[src/logic/ssi_pkg.sv]
package ssi_pkg;
  // Clock rate and timing figures
  localparam int CLK_MHZ = 250;
  localparam int BEEP_MS = 100;
  localparam int GAP_MS = 100;
  localparam int FLASH_MS = 250;
  localparam int GREEN_BRIEF_MS = 200;
  localparam int BEEP_CYC = BEEP_MS * CLK_MHZ * 1000;
  localparam int GAP_CYC = GAP_MS * CLK_MHZ * 1000;
  localparam int FLASH_CYC = FLASH_MS * CLK_MHZ * 1000;
  localparam int GREEN_BRIEF_CYC = GREEN_BRIEF_MS * CLK_MHZ * 1000;
  // Beep burst counts and tone kinds
  localparam logic [1:0] CNT_ONE = 2'h1;
  localparam logic [1:0] CNT_TWO = 2'h2;
  localparam logic [1:0] CNT_THREE = 2'h3;
  localparam logic TONE_BEEP = 1'b0;
  localparam logic TONE_RAZZ = 1'b1;

  typedef enum {ST_BOOT, ST_FAULT, ST_IDLE, ST_DORMANT, ST_WAKE} ssi_mode_t;

  // Power-up self-test results
  typedef struct packed {
    logic motor;
    logic laser;
    logic elec;
    logic nvm;
  } ssi_fault_t;

  // Indicator drive
  typedef struct packed {
    logic red;
    logic green;
    logic beep;
    logic razz;
  } ssi_ind_t;
endpackage

[src/logic/ssi_core.sv]
// Contract
// - Motor fault: flash both, two razz tones
// - Electronic fault: continuous razz, LEDs dark
// - Config store fault: three beeps
// - Idle timeout: laser and LEDs off, IR wakes
// - Red lit exactly while laser on
// - Good decode: green pulse then one beep
// - Green steady while host data pending
// - Red off at scan expiry regardless green
// - Program mode: red steady, green flashing
// - Invalid program code: razz tone
// - Laser off, host wait: green alone
// - Waking from dormancy: green flashes
// - Suppress same symbol until timeout
// - Laser fault: flash red, one razz
// - Power up: both LEDs, one beep
// - Program entry and exit: three beeps
`timescale 1ns/1ns
`default_nettype none
module ssi_core
  import ssi_pkg::*;
#(
  parameter int IDLE_CYC = 32'd500000000,
  parameter int SAME_CYC = 32'd125000000,
  parameter int WAKE_CYC = 32'd250000000,
  parameter int TW = 32
) (
  input wire logic clock,
  input wire logic rstn,
  input wire logic selftest_done,
  input wire ssi_fault_t faults,
  input wire logic decode_ok,
  input wire logic [15:0] symbol_hash,
  input wire logic prog_mode,
  input wire logic prog_invalid,
  input wire logic host_pending,
  input wire logic scan_active,
  input wire logic ir_detect,
  input wire logic activity,
  input wire logic [TW-1:0] idle_cfg,
  input wire logic [TW-1:0] same_cfg,
  output logic laser_on,
  output logic scan_enable,
  output logic report_data,
  output logic red_led,
  output logic green_led,
  output logic beeper,
  output logic beep_razz
);
  initial begin
    if (TW < 30 || TW > 32) $error("ssi_core: TW out of range");
  end

  typedef struct packed {
    ssi_mode_t mode;
    logic [TW-1:0] tmr;
    logic [TW-1:0] idle;
    logic [TW-1:0] same;
    logic [TW-1:0] flash;
    logic flash_ph;
    logic [TW-1:0] gpulse;
    logic [1:0] beeps;
    logic tone;
    logic cont_razz;
    logic [TW-1:0] btmr;
    logic bon;
    logic [15:0] last_sym;
    logic prog_d;
    logic ir_s1, ir_s2;
    logic report;
    logic boot_led;
    logic scan_en;
    ssi_ind_t ind;
  } ssi_state_t;

  ssi_state_t s_q, s_d;
  logic good;
  logic burst_idle;

  // Start a burst of beeps, replacing any burst already in progress
  function automatic ssi_state_t start_burst(ssi_state_t s, logic [1:0] n, logic t);
    ssi_state_t r;
    r = s;
    r.beeps = n;
    r.tone = t;
    r.bon = 1'b0;
    r.btmr = '0;
    return r;
  endfunction

  always_comb begin
    s_d = s_q;
    s_d.report = 1'b0;
    // IR sensor is a pin: two-flop synchroniser
    s_d.ir_s1 = ir_detect;
    s_d.ir_s2 = s_q.ir_s1;
    s_d.prog_d = prog_mode;
    burst_idle = (s_q.beeps == 2'h0);
    // Free-running flash phase
    if (s_q.flash >= TW'(FLASH_CYC - 1)) begin
      s_d.flash = '0;
      s_d.flash_ph = ~s_q.flash_ph;
    end else begin
      s_d.flash = s_q.flash + 1'b1;
    end
    // Beep sequencer: on and gap periods per beep
    if (!burst_idle) begin
      s_d.btmr = s_q.btmr + 1'b1;
      if (!s_q.bon && s_q.btmr >= TW'(GAP_CYC - 1)) begin
        s_d.bon = 1'b1;
        s_d.btmr = '0;
      end else if (s_q.bon && s_q.btmr >= TW'(BEEP_CYC - 1)) begin
        s_d.bon = 1'b0;
        s_d.btmr = '0;
        s_d.beeps = s_q.beeps - 1'b1;
      end
    end
    if (s_q.gpulse != '0) s_d.gpulse = s_q.gpulse - 1'b1;
    // Power-up lamp ends with the brief green pulse
    if (s_q.boot_led && s_q.gpulse == '0) s_d.boot_led = 1'b0;
    if (s_q.same != '0) s_d.same = s_q.same - 1'b1;
    good = 1'b0;
    case (s_q.mode)
      ST_BOOT: begin
        if (selftest_done) begin
          if (faults.elec) begin
            s_d.mode = ST_FAULT;
            s_d.cont_razz = 1'b1;
          end else if (faults.motor) begin
            s_d.mode = ST_FAULT;
            s_d = start_burst(s_d, CNT_TWO, TONE_RAZZ);
          end else if (faults.laser) begin
            s_d.mode = ST_FAULT;
            s_d = start_burst(s_d, CNT_ONE, TONE_RAZZ);
          end else begin
            s_d.mode = ST_IDLE;
            s_d.idle = '0;
            s_d.gpulse = TW'(GREEN_BRIEF_CYC);
            s_d.boot_led = 1'b1;
            if (faults.nvm) s_d = start_burst(s_d, CNT_THREE, TONE_BEEP);
            else s_d = start_burst(s_d, CNT_ONE, TONE_BEEP);
          end
        end
      end
      ST_FAULT: begin
        s_d.mode = ST_FAULT;
      end
      ST_IDLE: begin
        if (activity || decode_ok || scan_active || host_pending || prog_mode) s_d.idle = '0;
        else if (s_q.idle < idle_cfg) s_d.idle = s_q.idle + 1'b1;
        else s_d.mode = ST_DORMANT;
        if (prog_mode != s_q.prog_d) s_d = start_burst(s_d, CNT_THREE, TONE_BEEP);
        else if (prog_mode && decode_ok && prog_invalid) s_d = start_burst(s_d, CNT_ONE, TONE_RAZZ);
        else if (decode_ok && !prog_mode) begin
          good = (symbol_hash != s_q.last_sym) || (s_q.same == '0);
          if (good) begin
            s_d.last_sym = symbol_hash;
            s_d.same = same_cfg;
            s_d.report = 1'b1;
            s_d.gpulse = TW'(FLASH_CYC);
            s_d = start_burst(s_d, CNT_ONE, TONE_BEEP);
          end else begin
            s_d.same = same_cfg;
          end
        end
      end
      ST_DORMANT: begin
        if (s_q.ir_s2) begin
          s_d.mode = ST_WAKE;
          s_d.tmr = '0;
        end
      end
      ST_WAKE: begin
        if (s_q.tmr >= WAKE_CYC[TW-1:0]) begin
          s_d.mode = ST_IDLE;
          s_d.idle = '0;
        end else begin
          s_d.tmr = s_q.tmr + 1'b1;
        end
      end
      default: s_d.mode = ST_BOOT;
    endcase
    // Indicator composition
    s_d.ind = '0;
    case (s_d.mode)
      ST_BOOT: s_d.ind = '0;
      ST_FAULT: begin
        s_d.ind.red = (faults.motor || faults.laser) && !faults.elec && s_q.flash_ph;
        s_d.ind.green = faults.motor && !faults.elec && s_q.flash_ph;
      end
      ST_DORMANT: s_d.ind = '0;
      ST_WAKE: s_d.ind.green = s_q.flash_ph;
      ST_IDLE: begin
        s_d.ind.red = scan_active || prog_mode || s_d.boot_led;
        if (prog_mode) s_d.ind.green = s_q.flash_ph;
        else s_d.ind.green = (s_d.gpulse != '0) || host_pending;
      end
      default: s_d.ind = '0;
    endcase
    s_d.ind.beep = s_d.cont_razz || (s_d.beeps != 2'h0 && s_d.bon);
    s_d.ind.razz = s_d.cont_razz || s_d.tone;
    // Scanning allowed only in normal operation
    s_d.scan_en = (s_d.mode == ST_IDLE);
  end

  always_ff @(posedge clock or negedge rstn) begin
    if (!rstn) begin
      s_q <= '0;
    end else begin
      s_q <= s_d;
    end
  end

  // Outputs straight from state
  assign laser_on = s_q.ind.red;
  assign scan_enable = s_q.scan_en;
  assign report_data = s_q.report;
  assign red_led = s_q.ind.red;
  assign green_led = s_q.ind.green;
  assign beeper = s_q.ind.beep;
  assign beep_razz = s_q.ind.razz;
endmodule
`default_nettype wire

[config.mk]
export PLATFORM = sky130hd
export DESIGN_NAME = ssi_core
export DESIGN_NICKNAME = d
export VERILOG_FILES = /design/src/logic/ssi_pkg.sv /design/src/logic/ssi_core.sv
export SDC_FILE = /design/constraint.sdc
export NUM_CORES = 1
export LEC_CHECK = 0
export BUFFER_PORTS_ARGS = -buffer_cell sky130_fd_sc_hd__buf_2
export CORE_MARGIN = 2
export CORE_UTILIZATION = 48
export CTS_BUF_LIST = sky130_fd_sc_hd__clkbuf_8
export DETAILED_ROUTE_END_ITERATION = 16
export PLACE_DENSITY = 0.66
export SLEW_MARGIN = 0
export SYNTH_ARGS = -nofsm -noshare
export SYNTH_HDL_FRONTEND = slang
export SYNTH_SLANG_ARGS = --single-unit
[constraint.sdc]
create_clock -name clock -period 8.7 [get_ports clock]
set_clock_uncertainty 0.2 [all_clocks]
set_input_delay 1.74 -clock clock [delete_from_list [all_inputs] [get_ports clock]]
set_output_delay 1.74 -clock clock [all_outputs]
set_load 0.005 [all_outputs]
==> results.py <==
metrics = {
    "critical_path": {
        "path_class": "primary input to flip-flop",
        "end_kind": "flip-flop",
        "critical-path-top-delay-family": "simple AND/OR/NAND/NOR gates",
        "cp_max_fo": 22,
        "cp.required_ns": 8.92,
        "path_buf_inv": 1,
        "crit_path_start_kind": "primary input",
        "crit_arrival_ns": 5.12,
        "slowest_delay_ns": 0.65,
        "cpMaxStageDelayCell": "nand4_1",
        "path_cells": "buf_2, xnor2_1, nand4_1, nor4_1, nand2_1, nand4_1, o221ai_1, or4_1, or4_1, a221o_1",
    },
    "grt": {
        "grt_use_met1_pct": 27.0,
        "grt_first_pass_wirelength_um": 47300,
        "grt_overflow": 0,
        "antenna_found_initial": 0,
        "use_met3_pct": 3.12,
        "met2_usage_pct": 32.3,
        "first_global_vias": 10047,
        "busiest_layer": "met2",
        "grt_max_degree": 139,
        "grt.total_usage_pct": 19.6,
    },
    "synthesis": {
        "async_flop_share_pct": 100,
        "ys_seq_elements": 256,
        "yosys_most_used_dff": "dfrtp_1",
        "synth-edff-count": 0,
        "ys_types": 62,
        "synth.area.top_cells": "dfrtp_1 48%, nor2_1 6.5%, xnor2_1 6.0%",
        "synthCells": 1429,
        "synth_top_area_share_pct": 48.4,
        "yosys_warnings": 0,
        "netlist_area_um2": 13200,
        "synth_seq_area_share_pct": 48.4,
        "syn_area_per_cell_um2": 9.27,
        "yosys.area.top_type": "dfrtp_1",
    },
    "timing": {
        "fin_crit_sh_pct": 56.3,
        "fin_ws_ns": 3.80,
        "hold_viol": 0,
        "rsz0062_at_grt": "false",
        "layout_min_cycle_time_ns": 4.90,
        "max-slew-margin-rel_pct": 25.2,
        "fmax_ghz": 0.204,
        "holdWs_ns": 0.145,
        "maxSlewViolCount": 0,
        "setup_viol": 0,
        "fin_tns_setup_ns": 0,
        "tightest_slew_ns": 1.12,
    },
    "place": {
        "portBuffers": 100,
        "place.gp.congestion": 0.837,
        "hpwl_um": 18900,
        "preCtsSetupSlack_ns": 3.19,
    },
    "die": {
        "start_util_pct": 49.0,
        "dieArea_um2": 28900,
        "fp.dieW_um": 170,
        "die_height_um": 170,
        "ios": 101,
        "rows": 60,
        "core_region_area_um2": 27000,
    },
    "clock_tree": {
        "clockBufferDepth": 3,
        "clock-sinks": 256,
        "cts_setup_buffers": 0,
        "hold_buffers": 0,
        "clkTransAtPathRegs_ns": 0.06,
        "cts_root_buf": "clkbuf_8",
        "clock_latency_ns": 0.55,
        "htreeDepth": 2,
        "cts_tree": "built",
        "numCtsBuffers": 44,
        "cts.repair.resized": 0,
    },
    "finish": {
        "final_cell_mix": "256 x dfrtp_1, 230 x nor2_1, 147 x nand2_1",
        "final_common_cell": "dfrtp_1",
        "syn2layout_area_growth_pct": 14.4,
        "fin_nets": 1711,
        "drive_gt1_share_pct": 12.0,
    },
    "routing": {
        "wl_um": 27400,
        "ant_nets": 0,
        "drtIter0Drc": 703,
        "vias_per_cell": 5.25,
        "wire_per_inst_um": 14.1,
        "drc": 0,
        "vias": 10211,
        "drtPass1Iterations": 5,
    },
    "job": {
        "drv_cap": 0,
    },
    "pwr": {
        "p_leak_nw": 6.87,
        "p_per_area_nw_per_um2": 182,
        "vdd_drop_max_mv": 0.0987,
    },
    "min_path": {
        "hold_path.class": "flip-flop to flip-flop",
    },
    "outcome": {
        "status": "complete, no violations",
    },
}
==> cells by family after synthesis <==
logic type	synth area share, %
compound gates	8.39
xor+xnor	11.2
fa+ha+maj	3.97
buf+inv	3.09
flops	48.4
mux	0.0850
other cells	0.0283
simple gates	24.9
==> synthesized netlist by cell type (4+ instances only) <==
cell type  instances
nor4_1            44
a21oi_1           66
o22ai_1            4
ha_1              42
nor2b_1            6
and3_1            23
a211oi_1           5
xnor2_1           91
clkbuf_1          36
and2_1            11
nand3_1           54
a31oi_1            9
nor2_1           230
or3_1             16
and4_1             6
a21o_1            14
o31a_1             4
nor3b_1            4
nand2b_1           9
dfrtp_1          256
nand4_1           38
or4_1             13
o211ai_1           5
o21ai_0           35
o21a_1             7
or2_2              7
o31ai_1            7
nand2_1          147
xor2_1            78
nor3_1            43
inv_1             65
==> metrics by stage <==
stage	power [mW]	cell area (um^2)	utilization (%)	std cells
2_1_floorplan	1.56	13400	-	1463
3_3_place_gp	1.65	14200	52.6	1870
3_5_place_dp	1.66	14200	52.6	1870
4_1_cts	2.80	15100	56.0	1945
5_1_grt	2.91	15100	56.0	1945
6_report	2.76	15100	56.0	1946
==> power by group <==
group / internal (mW) / switching [mW] / total (mW)
Combinational: 0.129 / 0.150 / 0.279
Sequential: 1.27 / 0.0924 / 1.36
Clock: 0.647 / 0.472 / 1.12
==> cell type report <==
cell class              count  area [um^2]
flip-flops and latches    256         6410
repair buffers            107          576
clock buffers              54          743
clock inverters            21          173
inverters                  65          244
well taps                 341          427
fillers                  2440        11900
diodes                      1         2.50
multi-input cells        1101         6570
==> per-layer routing <==
metal	share of wire, %	wire length (um)
met3	3.7	1000
met1	48	13100
met4	1.4	389
met2	47	12900
met5	0	0
==> worst reg2reg max path, delay by kind of cell (launching register included) <==
| family | cells | cell delay (ns) |
|---|---|---|
| AOI/OAI and AO/OA | 3 | 0.72 |
| and+or+nand+nor | 6 | 2.86 |
| DFF | 1 | 0.50 |
==> state kept, by name, indices dropped and copies added (netlist names) <==
| name | flops |
|---|---|
| laser_on | 1 |
| s_q | 250 |
| beep_razz | 1 |
| green_led | 1 |
| scan_enable | 1 |
| beeper | 1 |
| report_data | 1 |
==> final timing paths <==
path	from	end	slack, ns	cells past startpoint
max in group asynchronous	rstn	s_q[93]	5.97	2
max reg2reg	s_q[72]	green_led	4.30	9
min reg2reg	s_q[8]	s_q[7]	0.15	0
max	symbol_hash[8]	green_led	3.80	10
min	s_q[8]	s_q[7]	0.15	0
min in group asynchronous	rstn	s_q[179]	1.10	1
(Power assumes the default switching activity.)
